`config.mk`:
```
export PLATFORM = sky130hd
export DESIGN_NAME = slvc_cmd_core
export DESIGN_NICKNAME = d
export VERILOG_FILES = /design/src/include/slvc_pkg.sv /design/src/slvc_fade_timer.sv /design/src/slvc_cmd_core.sv
export SDC_FILE = /design/constraint.sdc
export NUM_CORES = 1
export LEC_CHECK = 0
export BUFFER_PORTS_ARGS = -buffer_cell sky130_fd_sc_hd__buf_2
export CORE_MARGIN = 5
export CORE_UTILIZATION = 55
export DETAILED_ROUTE_END_ITERATION = 10
export MAX_ROUTING_LAYER = met4
export PLACE_DENSITY = 0.77
export SYNTH_ARGS = -nofsm -noshare
export SYNTH_HDL_FRONTEND = slang
export SYNTH_SLANG_ARGS = --single-unit
```
`constraint.sdc`:
```
create_clock -name sys_clk_in -period 11.4 [get_ports sys_clk_in]
set_input_delay 0 -clock sys_clk_in [delete_from_list [all_inputs] [get_ports sys_clk_in]]
set_output_delay 0 -clock sys_clk_in [all_outputs]
set_load 0.03 [all_outputs]
```
`src/include/slvc_pkg.sv`:
```
package slvc_pkg;

   // Clock and derived cycle counts
   localparam int unsigned CLK_MHZ = 40;
   localparam int unsigned CLK_PERIOD_NS = 25;

   // Analog ramp and sleep times in microseconds; plain defaults
   localparam int unsigned SOFT_RISE_TIME_US = 10000;
   localparam int unsigned SOFT_FALL_TIME_US = 10000;
   localparam int unsigned HARD_RISE_TIME_US = 1000;
   localparam int unsigned HARD_FALL_TIME_US = 1000;
   localparam int unsigned SLEEP_PROCESSING_TIME_US = 200;
   localparam int unsigned WDT_TIMEOUT_US = 100000;
   localparam int unsigned SOFT_RISE_CYC = SOFT_RISE_TIME_US * CLK_MHZ;
   localparam int unsigned SOFT_FALL_CYC = SOFT_FALL_TIME_US * CLK_MHZ;
   localparam int unsigned HARD_RISE_CYC = HARD_RISE_TIME_US * CLK_MHZ;
   localparam int unsigned HARD_FALL_CYC = HARD_FALL_TIME_US * CLK_MHZ;
   localparam int unsigned SLEEP_PROC_CYC = SLEEP_PROCESSING_TIME_US * CLK_MHZ;
   localparam int unsigned WDT_TIMEOUT_CYC = WDT_TIMEOUT_US * CLK_MHZ;
   localparam int CNT_W = 32;

   // Register bus
   localparam int ADDR_W = 8;
   localparam int DATA_W = 32;
   localparam logic [ADDR_W-1:0] REG_CMD = 8'h00;
   localparam logic [ADDR_W-1:0] REG_STATUS = 8'h04;
   localparam logic [ADDR_W-1:0] REG_ANALOG = 8'h08;
   localparam logic [ADDR_W-1:0] REG_GAIN_FADE = 8'h0c;
   localparam logic [ADDR_W-1:0] REG_FADE_TIME = 8'h10;
   localparam logic [ADDR_W-1:0] REG_WDT = 8'h14;

   // Command bytes and masks
   localparam logic [7:0] WAKE_MASK = 8'hfe;
   localparam logic [7:0] WAKE_CODE = 8'h00;
   localparam logic [7:0] ANALOG_MASK = 8'hfc;
   localparam logic [7:0] ANALOG_CODE = 8'h04;
   localparam logic [7:0] GAIN_CODE = 8'h08;
   localparam logic [7:0] FADE_CODE = 8'h0c;
   localparam logic [7:0] WDT_CODE = 8'h14;
   localparam logic [7:0] SLEEP_CODE = 8'h20;
   localparam logic [7:0] GAIN_ZERO_MASK = 8'hc3;
   localparam logic [7:0] FADE_ZERO_MASK = 8'hf0;
   localparam int GAIN_LSB = 2;
   localparam logic [3:0] GAIN_BAD_1 = 4'h1;
   localparam logic [3:0] GAIN_BAD_2 = 4'h2;
   localparam logic [3:0] GAIN_DEFAULT = 4'h8;
   localparam logic [2:0] FADE_STEP_DEFAULT = 3'h0;
   localparam logic FADE_EN_DEFAULT = 1'b0;

   // Fade arithmetic
   localparam int unsigned FADE_NUM = 264;
   localparam int unsigned FADE_DEN_SHIFT = 8;
   localparam int unsigned FADE_ROUND = 255;
   localparam logic [7:0] FADE_FULL_STEP = 8'h80;
   localparam int unsigned GROUP_NS_0 = 23440;
   localparam int unsigned GROUP_NS_1 = 39060;
   localparam int unsigned GROUP_NS_2 = 31250;
   localparam int unsigned GROUP_NS_3 = 22680;
   localparam int unsigned GROUP_NS_4 = 20830;

   typedef enum logic [1:0] {
      PWR_STANDBY = 2'b00,
      PWR_SLEEP_WAIT = 2'b01,
      PWR_SLEEP = 2'b11
   } slvc_pwr_t;

   typedef enum logic [1:0] {
      AMP_OFF = 2'b00,
      AMP_RISE = 2'b01,
      AMP_ON = 2'b11,
      AMP_FALL = 2'b10
   } slvc_amp_t;

   typedef enum logic [1:0] {
      PARSE_IDLE = 2'b00,
      PARSE_SECOND = 2'b01,
      PARSE_SKIP = 2'b11
   } slvc_parse_t;

   typedef struct packed {
      logic amp_class_select;
      logic hpf_on;
      logic fade_on_stop;
      logic [1:0] dac_gain;
      logic [1:0] ain_gain;
      logic line_amp_enable;
      logic spk_amp_enable;
      logic pop_suppress;
   } slvc_analog_t;

   localparam slvc_analog_t ANALOG_DEFAULT = '0;

   // Further bytes that follow a first byte of any command
   function automatic logic [1:0] slvc_extra_bytes(input logic [7:0] b);
      logic [1:0] n;
      n = 2'd0;
      if (b[7:4] == 4'h3 || b[7:4] == 4'h4 || b[7:4] == 4'h7 || b[7:4] == 4'ha)
         n = 2'd1;
      if (b == 8'hc4 || b == 8'hc8)
         n = 2'd2;
      if ((b & ANALOG_MASK) == ANALOG_CODE || b == GAIN_CODE || b == FADE_CODE)
         n = 2'd1;
      return n;
   endfunction

endpackage

```
`src/slvc_fade_timer.sv`:
```
`timescale 1ns/1ps
module slvc_fade_timer
   import slvc_pkg::*;
(
   input wire logic [2:0] step_code_in,
   input wire logic [6:0] vol_old_in,
   input wire logic [6:0] vol_new_in,
   input wire logic [2:0] rate_family_in,
   output logic [7:0] step_size_out,
   output logic [31:0] transition_ns_out
);

   logic [6:0] vol_diff;
   logic [15:0] factor_raw;
   logic [7:0] factor;
   logic [15:0] group_ns;
   logic [31:0] product;

   assign step_size_out = FADE_FULL_STEP >> step_code_in;
   assign vol_diff = (vol_old_in > vol_new_in) ? (vol_old_in - vol_new_in)
                                                : (vol_new_in - vol_old_in);
   // Per-step factor 264 / (256 / 2^n), rounded up
   assign factor_raw = (16'(FADE_NUM) << step_code_in) + 16'(FADE_ROUND);
   assign factor = 8'(factor_raw >> FADE_DEN_SHIFT);
   assign group_ns = (rate_family_in == 3'd0) ? 16'(GROUP_NS_0) :
                     (rate_family_in == 3'd1) ? 16'(GROUP_NS_1) :
                     (rate_family_in == 3'd2) ? 16'(GROUP_NS_2) :
                     (rate_family_in == 3'd3) ? 16'(GROUP_NS_3) :
                     16'(GROUP_NS_4);
   assign product = 32'(vol_diff) * 32'(factor) * 32'(group_ns);
   assign transition_ns_out = product;

endmodule

```
`src/slvc_cmd_core.sv`:
```
`timescale 1ns/1ps
// Overview of operation
// - Pop bit acts only in line mode
// - Suppressed line ramps use soft times
// - Unsuppressed line ramps use hard times
// - Speaker mode: 00 off, 01 on
// - Line mode: 10 on, 00 off
// - Gain command: 08h then gain code bits 5:2
// - Gain codes map; 8 default, 1-2 prohibited
// - Gain kept on stop, reset on sleep
// - Gain, fade, watchdog ignore command-ready
// - Fade command: 0Ch, step bits 3:1, enable bit 0
// - Step size 128/2^n per group period
// - Transition time from volume difference and factor
// - Factor rounded up; five group periods
// - Watchdog clear restarts the counter
// - Sleep command enters sleep, defaults settings
// - Sleep ignored while any channel busy
// - Oscillator stops after sleep processing time
// - In sleep only wake command accepted
// - Analog setup field layout, pop at bit 0
// - Analog setup ignored in sleep, ramps, playback
module slvc_cmd_core
   import slvc_pkg::*;
#(
   parameter int unsigned SOFT_RISE_CYCLES = SOFT_RISE_CYC,
   parameter int unsigned SOFT_FALL_CYCLES = SOFT_FALL_CYC,
   parameter int unsigned HARD_RISE_CYCLES = HARD_RISE_CYC,
   parameter int unsigned HARD_FALL_CYCLES = HARD_FALL_CYC,
   parameter int unsigned SLEEP_PROC_CYCLES = SLEEP_PROC_CYC,
   parameter int unsigned WDT_TIMEOUT_CYCLES = WDT_TIMEOUT_CYC
)
(
   input wire logic sys_clk_in,
   input wire logic arst_n_in,
   input wire logic [ADDR_W-1:0] bus_addr_in,
   input wire logic [DATA_W-1:0] bus_wdata_in,
   input wire logic bus_wr_in,
   input wire logic bus_rd_in,
   output logic [DATA_W-1:0] bus_rdata_out,
   input wire logic [3:0] channel_busy_n_in,
   input wire logic [3:0] channel_cmd_ready_in,
   input wire logic [6:0] vol_old_in,
   input wire logic [6:0] vol_new_in,
   input wire logic [2:0] rate_family_in,
   output slvc_analog_t analog_setup_out,
   output logic spk_amp_on_out,
   output slvc_amp_t line_amp_state_out,
   output logic pop_active_out,
   output logic [3:0] spk_gain_code_out,
   output logic fade_enable_out,
   output logic [2:0] fade_step_code_out,
   output logic [7:0] fade_step_size_out,
   output logic [31:0] fade_time_ns_out,
   output logic wdt_overflow_out,
   output logic osc_stop_out
);

   logic [3:0] busy_n_s1_q, busy_n_s2_q, ready_s1_q, ready_s2_q;
   slvc_parse_t parse_q, parse_d;
   logic [7:0] first_q, step_size_q, step_size_w;
   logic [1:0] skip_q, skip_d;
   slvc_pwr_t pwr_q, pwr_d;
   slvc_amp_t amp_q, amp_d;
   logic [CNT_W-1:0] ramp_cnt_q, ramp_cnt_d, sleep_cnt_q, wdt_cnt_q;
   slvc_analog_t analog_q, analog_d;
   logic spk_on_q, pop_act_q, fade_en_q, fade_en_d, wdt_ovf_q, osc_stop_q;
   logic [3:0] gain_q, gain_d;
   logic [2:0] fade_step_q, fade_step_d;
   logic [31:0] fade_ns_q, fade_ns_w;
   logic [DATA_W-1:0] rdata_q, rdata_d;
   wire [7:0] cmd_byte = bus_wdata_in[7:0];
   wire byte_wr = bus_wr_in && (bus_addr_in == REG_CMD);
   wire standby = (pwr_q == PWR_STANDBY);
   wire all_idle = &busy_n_s2_q;
   wire in_idle = (parse_q == PARSE_IDLE);
   wire in_second = (parse_q == PARSE_SECOND);
   wire ramping = (amp_q == AMP_RISE) || (amp_q == AMP_FALL);
   wire [1:0] extra = slvc_extra_bytes(cmd_byte);
   // First-byte decode; sleep holds the parser still except for wake
   wire take_byte = byte_wr && standby;
   wire wake_go = byte_wr && (pwr_q == PWR_SLEEP) && ((cmd_byte & WAKE_MASK) == WAKE_CODE);
   wire wdt_go = take_byte && in_idle && (cmd_byte == WDT_CODE);
   wire sleep_go = take_byte && in_idle && (cmd_byte == SLEEP_CODE) && all_idle;
   // Second-byte decode
   wire is_analog = ((first_q & ANALOG_MASK) == ANALOG_CODE);
   wire [3:0] gain_field = cmd_byte[GAIN_LSB+3:GAIN_LSB];
   wire gain_ok = ((cmd_byte & GAIN_ZERO_MASK) == 8'h00) &&
                  (gain_field != GAIN_BAD_1) && (gain_field != GAIN_BAD_2);
   wire fade_ok = ((cmd_byte & FADE_ZERO_MASK) == 8'h00);
   wire an_go = take_byte && in_second && is_analog && !ramping && all_idle;
   wire gain_go = take_byte && in_second && (first_q == GAIN_CODE) && gain_ok;
   wire fade_go = take_byte && in_second && (first_q == FADE_CODE) && fade_ok;

   // New analog setup from the two bytes
   wire slvc_analog_t an_new = '{amp_class_select: first_q[1], hpf_on: first_q[0],
                                 fade_on_stop: cmd_byte[7], dac_gain: cmd_byte[6:5],
                                 ain_gain: cmd_byte[4:3], line_amp_enable: cmd_byte[2],
                                 spk_amp_enable: cmd_byte[1], pop_suppress: cmd_byte[0]};
   wire rise_go = an_go && an_new.line_amp_enable && (amp_q == AMP_OFF);
   wire fall_go = an_go && !an_new.line_amp_enable && (amp_q == AMP_ON);
   wire [CNT_W-1:0] rise_len = an_new.pop_suppress ? CNT_W'(SOFT_RISE_CYCLES)
                                                   : CNT_W'(HARD_RISE_CYCLES);
   wire [CNT_W-1:0] fall_len = an_new.pop_suppress ? CNT_W'(SOFT_FALL_CYCLES)
                                                   : CNT_W'(HARD_FALL_CYCLES);
   wire ramp_done = ramping && (ramp_cnt_q <= CNT_W'(1));
   wire sleep_done = (pwr_q == PWR_SLEEP_WAIT) && (sleep_cnt_q <= CNT_W'(1));
   // Watchdog reaches its limit on this edge; a clear in the same cycle loses
   wire wdt_hit = standby && (wdt_cnt_q == CNT_W'(WDT_TIMEOUT_CYCLES - 1));
   // Parser sequencing
   always_comb
   begin
      parse_d = parse_q;
      skip_d = skip_q;
      if (take_byte)
      begin
         unique case (parse_q)
            PARSE_IDLE:
            begin
               if (extra == 2'd1)
                  parse_d = PARSE_SECOND;
               else if (extra == 2'd2)
               begin
                  parse_d = PARSE_SKIP;
                  skip_d = 2'd2;
               end
            end
            PARSE_SECOND:
               parse_d = PARSE_IDLE;
            PARSE_SKIP:
            begin
               skip_d = skip_q - 2'd1;
               if (skip_q == 2'd1)
                  parse_d = PARSE_IDLE;
            end
            default:
               parse_d = PARSE_IDLE;
         endcase
      end
      if (sleep_go)
         parse_d = PARSE_IDLE;
   end

   // Power sequencing
   always_comb
   begin
      pwr_d = pwr_q;
      unique case (pwr_q)
         PWR_STANDBY:
            if (sleep_go)
               pwr_d = PWR_SLEEP_WAIT;
         PWR_SLEEP_WAIT:
            if (sleep_done)
               pwr_d = PWR_SLEEP;
         PWR_SLEEP:
            if (wake_go)
               pwr_d = PWR_STANDBY;
         default:
            pwr_d = PWR_STANDBY;
      endcase
   end

   // Line amplifier ramp; sleep drops it straight to off
   always_comb
   begin
      amp_d = amp_q;
      ramp_cnt_d = ramp_cnt_q;
      if (rise_go)
      begin
         amp_d = AMP_RISE;
         ramp_cnt_d = rise_len;
      end
      else if (fall_go)
      begin
         amp_d = AMP_FALL;
         ramp_cnt_d = fall_len;
      end
      else if (ramp_done)
         amp_d = (amp_q == AMP_RISE) ? AMP_ON : AMP_OFF;
      else if (ramping)
         ramp_cnt_d = ramp_cnt_q - CNT_W'(1);
      if (sleep_go)
      begin
         amp_d = AMP_OFF;
         ramp_cnt_d = '0;
      end
   end
   // Settings update only on complete valid commands; sleep restores defaults
   assign analog_d = sleep_go ? ANALOG_DEFAULT : (an_go ? an_new : analog_q);
   assign gain_d = sleep_go ? GAIN_DEFAULT : (gain_go ? gain_field : gain_q);
   assign fade_en_d = sleep_go ? FADE_EN_DEFAULT : (fade_go ? cmd_byte[0] : fade_en_q);
   assign fade_step_d = sleep_go ? FADE_STEP_DEFAULT :
                        (fade_go ? cmd_byte[3:1] : fade_step_q);

   // Register read selection
   always_comb
   begin
      rdata_d = '0;
      if (bus_rd_in)
      begin
         unique case (bus_addr_in)
            REG_STATUS:
               rdata_d = DATA_W'({ready_s2_q, busy_n_s2_q, osc_stop_q, wdt_ovf_q,
                                  parse_q, amp_q, pwr_q});
            REG_ANALOG:
               rdata_d = DATA_W'({spk_on_q, pop_act_q, analog_q});
            REG_GAIN_FADE:
               rdata_d = DATA_W'({step_size_q, fade_step_q, fade_en_q, gain_q});
            REG_FADE_TIME:
               rdata_d = fade_ns_q;
            REG_WDT:
               rdata_d = wdt_cnt_q;
            default:
               rdata_d = '0;
         endcase
      end
   end

   slvc_fade_timer u_fade_timer (
      .step_code_in(fade_step_q),
      .vol_old_in(vol_old_in),
      .vol_new_in(vol_new_in),
      .rate_family_in(rate_family_in),
      .step_size_out(step_size_w),
      .transition_ns_out(fade_ns_w)
   );
   // Pin synchronisers
   always_ff @(posedge sys_clk_in or negedge arst_n_in)
   begin
      if (!arst_n_in)
      begin
         busy_n_s1_q <= 4'hf;
         busy_n_s2_q <= 4'hf;
         ready_s1_q <= 4'h0;
         ready_s2_q <= 4'h0;
      end
      else
      begin
         busy_n_s1_q <= channel_busy_n_in;
         busy_n_s2_q <= busy_n_s1_q;
         ready_s1_q <= channel_cmd_ready_in;
         ready_s2_q <= ready_s1_q;
      end
   end

   // Sequencing state
   always_ff @(posedge sys_clk_in or negedge arst_n_in)
   begin
      if (!arst_n_in)
      begin
         parse_q <= PARSE_IDLE;
         first_q <= 8'h00;
         skip_q <= 2'd0;
         pwr_q <= PWR_STANDBY;
         amp_q <= AMP_OFF;
         ramp_cnt_q <= '0;
         sleep_cnt_q <= '0;
         osc_stop_q <= 1'b0;
      end
      else
      begin
         parse_q <= parse_d;
         skip_q <= skip_d;
         if (take_byte && in_idle)
            first_q <= cmd_byte;
         pwr_q <= pwr_d;
         amp_q <= amp_d;
         ramp_cnt_q <= ramp_cnt_d;
         sleep_cnt_q <= sleep_go ? CNT_W'(SLEEP_PROC_CYCLES) :
                        ((pwr_q == PWR_SLEEP_WAIT) ? sleep_cnt_q - CNT_W'(1) : sleep_cnt_q);
         osc_stop_q <= (pwr_d == PWR_SLEEP);
      end
   end

   // Settings and watchdog; reset loads their defaults and clears the watchdog
   always_ff @(posedge sys_clk_in or negedge arst_n_in)
   begin
      if (!arst_n_in)
      begin
         analog_q <= ANALOG_DEFAULT;
         gain_q <= GAIN_DEFAULT;
         fade_en_q <= FADE_EN_DEFAULT;
         fade_step_q <= FADE_STEP_DEFAULT;
         spk_on_q <= 1'b0;
         pop_act_q <= 1'b0;
         wdt_cnt_q <= '0;
         wdt_ovf_q <= 1'b0;
      end
      else
      begin
         analog_q <= analog_d;
         gain_q <= gain_d;
         fade_en_q <= fade_en_d;
         fade_step_q <= fade_step_d;
         spk_on_q <= analog_d.spk_amp_enable && !analog_d.line_amp_enable;
         pop_act_q <= analog_d.pop_suppress && analog_d.line_amp_enable;
         if (wdt_go || sleep_go)
            wdt_cnt_q <= '0;
         else if (standby && (wdt_cnt_q != CNT_W'(WDT_TIMEOUT_CYCLES)))
            wdt_cnt_q <= wdt_cnt_q + CNT_W'(1);
         wdt_ovf_q <= wdt_hit || (wdt_ovf_q && !(wdt_go || sleep_go));
      end
   end

   // Fade results and read data
   always_ff @(posedge sys_clk_in or negedge arst_n_in)
   begin
      if (!arst_n_in)
      begin
         step_size_q <= FADE_FULL_STEP;
         fade_ns_q <= 32'h0000_0000;
         rdata_q <= '0;
      end
      else
      begin
         step_size_q <= step_size_w;
         fade_ns_q <= fade_ns_w;
         rdata_q <= rdata_d;
      end
   end

   assign bus_rdata_out = rdata_q;
   assign analog_setup_out = analog_q;
   assign spk_amp_on_out = spk_on_q;
   assign line_amp_state_out = amp_q;
   assign pop_active_out = pop_act_q;
   assign spk_gain_code_out = gain_q;
   assign fade_enable_out = fade_en_q;
   assign fade_step_code_out = fade_step_q;
   assign fade_step_size_out = step_size_q;
   assign fade_time_ns_out = fade_ns_q;
   assign wdt_overflow_out = wdt_ovf_q;
   assign osc_stop_out = osc_stop_q;
endmodule

```
==> results of run 1 <==
## through the flow
stage,power (mW),utilization
finish,3.53,0.617
detailed placement,2.79,0.589
CTS,3.55,0.617
global route,3.82,0.617
floorplan,2.29,-
global placement,2.73,0.589
## critical path: cells and delay by family, from the launching register on
family,cells,cell delay [ns]
flip-flops,1,0.44
AO/OA/AOI/OAI,8,1.32
AND/OR/NAND/NOR,9,1.89
XOR/XNOR,1,0.68
buffers and inverters,7,0.47
adder cells (fa/ha/maj),12,5.54
multiplexers,1,0.21
## final cells by class
class,count,area [sq um],share of cell area
flip-flops and latches,220,5520,0.253
clock buffers,34,688,0.0315
inverters,291,1090,0.0500
repair buffers,201,1230,0.0563
clock inverters,9,68.8,0.00315
multi-input cells,1552,12700,0.580
well taps,461,577,0.0264
## power groups by stage
stage / clock network [mW] / logic (mW) / registers (mW)
floorplan: 0 / 1.31 / 0.976
global placement: 0 / 1.81 / 0.920
detailed placement: 0 / 1.87 / 0.921
CTS: 0.747 / 1.89 / 0.908
global route: 0.774 / 2.13 / 0.914
finish: 0.735 / 1.89 / 0.909
## metal layers
metal,vias up,global-route usage,routed length (um)
li1,7464,-,-
met1,7889,0.344,20500
met2,568,0.436,25100
met3,100,0.0249,3130
met4,0,0.0689,1250
met5,-,-,0
## cell families after synthesis
| logic type | share of synthesized area |
|---|---|
| AND/OR/NAND/NOR | 0.190 |
| flip-flops | 0.281 |
| other | 0.000191 |
| multiplexers | 0.0197 |
| AO/OA/AOI/OAI | 0.0954 |
| adder cells (fa/ha/maj) | 0.290 |
| buffers and inverters | 0.0732 |
| XOR/XNOR | 0.0496 |
## path summary, 6_finish.rpt
path / cells after the start / from / slack [ns] / to
hold / removal: 2 / channel_cmd_ready_in[2] / 0.12 / ready_s1_q[2]$_DFF_PN0_
min in group asynchronous: 2 / arst_n_in / 0.20 / sleep_cnt_q[18]$_DFFE_PN0P_
max in group asynchronous: 3 / arst_n_in / 9.55 / bus_rdata_out[15]$_DFF_PN0_
hold reg to reg: 0 / ready_s1_q[0]$_DFF_PN0_ / 0.35 / ready_s2_q[0]$_DFF_PN0_
setup reg to reg: 38 / fade_step_code_out[1]$_DFFE_PN0P_ / 0.69 / fade_time_ns_out[27]$_DFF_PN0_
setup / recovery: 38 / fade_step_code_out[1]$_DFFE_PN0P_ / 0.69 / fade_time_ns_out[27]$_DFF_PN0_
## flip-flops by register name (all words and copies together), names as in the netlist, 8 cells and up
name / cells
bus_rdata_out: 32
ramp_cnt_q: 32
sleep_cnt_q: 32
wdt_cnt_q: 32
fade_time_ns_out: 30
analog_setup_out: 10
fade_step_size_out: 8
first_q: 8
## synth_stat cells (3+ instances only)
cell	count	area, sq um
a211oi_1	6	45.0
a21boi_0	3	22.5
a21o_1	16	120
a21oi_1	90	450
a222oi_1	4	40.0
a22o_1	3	26.3
a22oi_1	40	300
a31oi_1	4	25.0
a41oi_1	4	35.0
and2_1	9	56.3
and3_1	28	175
and4_1	11	96.3
buf_1	10	37.5
buf_2	4	20.0
clkbuf_1	72	270
clkinv_1	5	18.8
dfrtp_1	210	5260
dfstp_2	10	263
fa_1	168	3360
ha_1	186	2330
inv_1	286	1070
mux2_2	21	236
mux2i_1	15	150
nand2_1	163	612
nand2b_1	16	100
nand3_1	62	310
nand3b_1	4	30.0
nand4_1	25	156
nor2_1	229	860
nor2b_1	31	194
nor3_1	64	320
nor3b_1	5	37.5
nor4_1	23	144
nor4b_1	6	52.6
o211ai_1	20	150
o21a_1	5	37.5
o21ai_0	69	345
o21bai_1	6	45.0
o22ai_1	3	18.8
o41ai_1	5	43.8
or2_2	7	43.8
or3_1	34	213
or4_1	18	135
xnor2_1	68	596
xor2_1	43	377
## repair_timing
| action | CTS | global route |
|---|---|---|
| buffers inserted | 0 | 0 |
| resized for setup | 0 | 1 |
| hold buffers | 23 | 0 |
| endpoints found under the setup margin | 0 | 1 |
| endpoints found under the hold margin | 198 | 0 |
==> results.toml, run 1 <==
[cells_and_area]
n_antenna_cell = 0
fin_area_sq_um = 21800
fill_cells = 3012
final_common_cell = "inv_1"
final_nets = 2713
instances_no_fill = 2768
final_layout_size_suffix_gt1_frac = 0.120
area_growth_pct = 11.4
layout_common_cells = "inv_1 (286), nor2_1 (229), dfrtp_1 (210), ha_1 (186), fa_1 (168)"

[die]
die_x_um = 199
initial_core_util = 0.554
fp-row-count = 69
core_region_area_sq_um = 35400
die_height_um = 199
fp.dieArea_sq_um = 39500
io_pins = 165

[power]
internal_power_mw = 2.03
comb_power_share = 0.534
power_density_nw_per_um2 = 162
p_sw_frac = 0.424
pwr-share-seq = 0.257
p_leak_nw = 10.9
clkPwrFrac = 0.208
ir_worst_vdd_v = 0.000172
p_sw_mw = 1.50

[timing]
setup_ws_ns = 0.686
relSlewSlack = 0.327
tightest_slew_ns = 1.01
finalSetupViolations = 0
tns_ns = 0
fin_crit_sh = 0.940
max_freq_mhz = 93.3
fin_crit_ns = 10.71
holdWs_ns = 0.117
clock_skew_ns = 0.0155
final_max_slew_viol_count = 0
hold_viol_final = 0
rsz0062_at_grt = "false"

[drt]
wl_per_cell_um = 18.0
postRouteAntennaNets = 0
drc = 0
vias = 16000
wl_um = 49900
dr.pass1.iters = 7
drt_iter0_drc = 1138
viasPerCell = 5.79

[cts]
cts_sinks = 220
clockBufferDepth = 3
cts_made_buffers = 24
cts_tree = "built"
cts_max_level = 1
path_clk_slew_ns = 0.06
clk_latency_ns = 0.52
clockRootBuffer = "clkbuf_16"

[setup_path]
cp-end-kind = "flip-flop"
critPathRequiredTime_ns = 11.78
start_kind = "flip-flop"
crit_fanout = 8
worstPathArrival_ns = 11.10
slowest_delay_ns = 0.68
worstSetupPathType = "reg2reg"
critPathSlowestCell = "xnor2_1"
cpMostUsedCell = "fa_1"

[synthesis]
yosysSeqAreaShare = 0.281
syn_area_per_cell_sq_um = 9.12
synth_ff_type = "dfrtp_1"
syn_area_sq_um = 19600
syn-instance-count = 2150
synth_edf_count = 0
ys_async_sr_fraction = 1.00
synth-seq-cells = 220
ys_types = 76
synth-warning-count = 0

[run_status]
status = "finished clean"

[worst_hold_path]
min-delay-path-class = "in2reg"

[place]
post-place-cells = 2702
hpwl_um = 39500
gp_congestion = 0.966
place_ws_ns = 0.294
placed_area_sq_um = 20900
io_buffers = 138

[global_routing]
antenna_found_initial = 0
grt_pass1_vias = 16400
grt_usage = 0.261
grt_pass1_wl_um = 82300
grt_max_degree = 141
grt_overflow = 0

[job]
drv_cap = 0
Note: power is estimated with default switching activity, not from simulation.
==> run 2: changes to the inputs <==
SYNTH_HIERARCHICAL = 1   (was default)
==> run 2 against run 1 <==
Via count decreased by 0.76%. Non-clock buffer count decreased by 22. Worst setup slack improved by 0.37 ns. Power increased by 5.1%. Sequential share of layout area increased by 0.21 points. Sequential power decreased by 2%. First-iteration DRC count decreased by 2.0%.
==> results.toml, run 2 <==
[drt]
wl_um = 50700
drc = 0
drt_iter0_drc = 1115
postRouteAntennaNets = 0
vias = 15900
dr.pass1.iters = 5
wl_per_cell_um = 18.5
viasPerCell = 5.80

[place]
gp_congestion = 0.934
io_buffers = 140
hpwl_um = 39500

[synthesis]
synth-seq-cells = 222
ys_async_sr_fraction = 1.00
synthAdderAreaFrac = 0.287
synth_top_area_frac = 0.268
synth_ff_type = "dfrtp_1"
synth_top_family_by_area = "adder cells"
syn-instance-count = 2144
syn_area_per_cell_sq_um = 9.24
syn_area_sq_um = 19800
synthSimpleGateAreaFrac = 0.185
muxShareOfSynthArea = 0.0134
synth-warning-count = 6
synth_top_area_cell = "dfrtp_1"
synth_edf_count = 0
synth_most_common_cell = "inv_1"
synth.top_cells.by_count = "inv_1 (296), nor2_1 (221), dfrtp_1 (212), ha_1 (186), fa_1 (168)"
ys_types = 82
synth-xor-area-share = 0.0495
synth_compound_area_frac = 0.109
synthTopCellsByArea = "dfrtp_1 (27%), fa_1 (17%), ha_1 (12%), inv_1 (5.6%), nor2_1 (4.2%)"
yosysSeqAreaShare = 0.281

[timing]
hold_viol_final = 0
clock_skew_ns = 0.0103
finalSetupViolations = 0
relSlewSlack = 0.204
final_max_slew_viol_count = 0
rsz0062_at_grt = "false"
tightest_slew_ns = 1.18
fin_crit_sh = 0.908
fin_crit_ns = 10.35
max_freq_mhz = 96.7
tns_ns = 0

[die]
fp-row-count = 69
die_x_um = 200
core_region_area_sq_um = 35600
initial_core_util = 0.557
fp.dieArea_sq_um = 39900
die_height_um = 200
io_pins = 165

[setup_path]
worst-r2r-setup-slack_ns = 1.11
critPathRequiredTime_ns = 11.84
slowest_delay_ns = 0.55
cpMostUsedCell = "fa_1"
critPathSlowestCell = "fa_1"
worstPathArrival_ns = 10.78
crit_fanout = 9
start_kind = "input pin"
worstSetupPathType = "in2reg"
cp-end-kind = "flip-flop"

[cts]
cts_tree = "built"
path_clk_slew_ns = 0.06
post_cts_resized = 0
clk_latency_ns = 0.52
clockBufferDepth = 3
cts_sinks = 222
postCtsSetupBuffers = 0
cts_made_buffers = 23
hold_buffers = 18
cts_max_level = 1
clockRootBuffer = "clkbuf_16"

[power]
ir_worst_vdd_v = 0.000219
p_sw_frac = 0.438
p_leak_nw = 10.5
p_sw_mw = 1.62
pwr-share-seq = 0.240
comb_power_share = 0.549
power_density_nw_per_um2 = 170
power_mw = 3.71
clkPwrFrac = 0.211
internal_power_mw = 2.09

[global_routing]
grt_pass1_wl_um = 84400
grt_max_degree = 136
grt_usage = 0.267
grt_overflow = 0
grt_pass1_vias = 16600
antenna_found_initial = 0

[cells_and_area]
layout_common_cells = "inv_1 (296), nor2_1 (220), dfrtp_1 (212), ha_1 (186), fa_1 (168)"
register_area_sq_um = 5570
final_layout_size_suffix_gt1_frac = 0.122
n_antenna_cell = 0
multiInputGateArea_sq_um = 12800
final_nets = 2688
final_common_cell = "inv_1"
fill_cells = 2941
area_growth_pct = 10.4

[run_status]
status = "finished clean"

[job]
drv_cap = 0

[worst_hold_path]
min-delay-path-class = "in2reg"
[run 2: changes by cell type after synthesis, sizes merged, moves of 13 or more]
cell / delta
nand3: -14
o21ai: -20
a21oi: +34
nor3: -16
xor2: +13
a21o: +16
[run 2: through the flow]
step | util | hold slack [ns] | setup WS, ns | cell area, sq um | std cells
finish | 0.615 | 0.0397 | 1.05 | 21900 | 2743
global placement | 0.588 | 0.108 | 0.718 | 20900 | 2683
global route | 0.615 | 0.0784 | 0.427 | 21900 | 2743
floorplan | - | -0.296 | 1.59 | 19800 | 2145
CTS | 0.615 | 0.0103 | 1.11 | 21900 | 2743
detailed placement | 0.588 | 0.109 | 0.589 | 20900 | 2683
[run 2: logic make-up (layout without fill, tap and decap cells)]
group	Yosys count	after routing
compound gates	332	332
xor+xnor	112	112
fa+ha+maj	354	354
buf+inv	382	519
flops	222	222
mux	24	24
other cells	1	2
simple gates	717	717
[run 2: worst paths after layout]
| kind | from | to | depth (start not counted) |
|---|---|---|---|
| max in group asynchronous | arst_n_in | fade_step_code_out[2]$_DFFE_PN0P_ | 3 |
| min reg2reg | ready_s1_q[3]$_DFF_PN0_ | ready_s2_q[3]$_DFF_PN0_ | 0 |
| min | bus_addr_in[6] | parse_q[0]$_DFFE_PN0P_ | 6 |
| max | vol_old_in[1] | fade_time_ns_out[26]$_DFF_PN0_ | 38 |
| min in group asynchronous | arst_n_in | ramp_cnt_q[31]$_DFFE_PN0P_ | 2 |
| max reg2reg | fade_step_code_out[2]$_DFFE_PN0P_ | fade_time_ns_out[26]$_DFF_PN0_ | 35 |
[run 2: cell type report]
| cell class | instances | share of cell area |
|---|---|---|
| clock inverters | 12 | 0.00709 |
| repair buffers | 179 | 0.0479 |
| well taps | 461 | 0.0264 |
| multi-input cells | 1541 | 0.584 |
| clock buffers | 30 | 0.0289 |
| flip-flops and latches | 222 | 0.255 |
| inverters | 298 | 0.0511 |
[run 2: metal layers]
metal,global-route usage,wire [um]
met1,0.348,20800
met2,0.441,24800
met4,0.0833,1610
met5,-,0
met3,0.0336,3510
[run 2: worst max-delay path, delay by kind of cell]
family | cells | cell delay (ns)
AO/OA/AOI/OAI | 7 | 1.60
buffers and inverters | 8 | 0.71
AND/OR/NAND/NOR | 9 | 2.29
adder cells (fa/ha/maj) | 13 | 6.01
XOR/XNOR | 1 | 0.17
[run 2: power by group through the flow]
stage	clock network (mW)	registers, mW	logic [mW]
floorplan	0	0.962	1.42
global placement	0	0.903	1.98
detailed placement	0	0.904	2.02
CTS	0.795	0.890	2.04
global route	0.825	0.894	2.31
finish	0.782	0.891	2.04
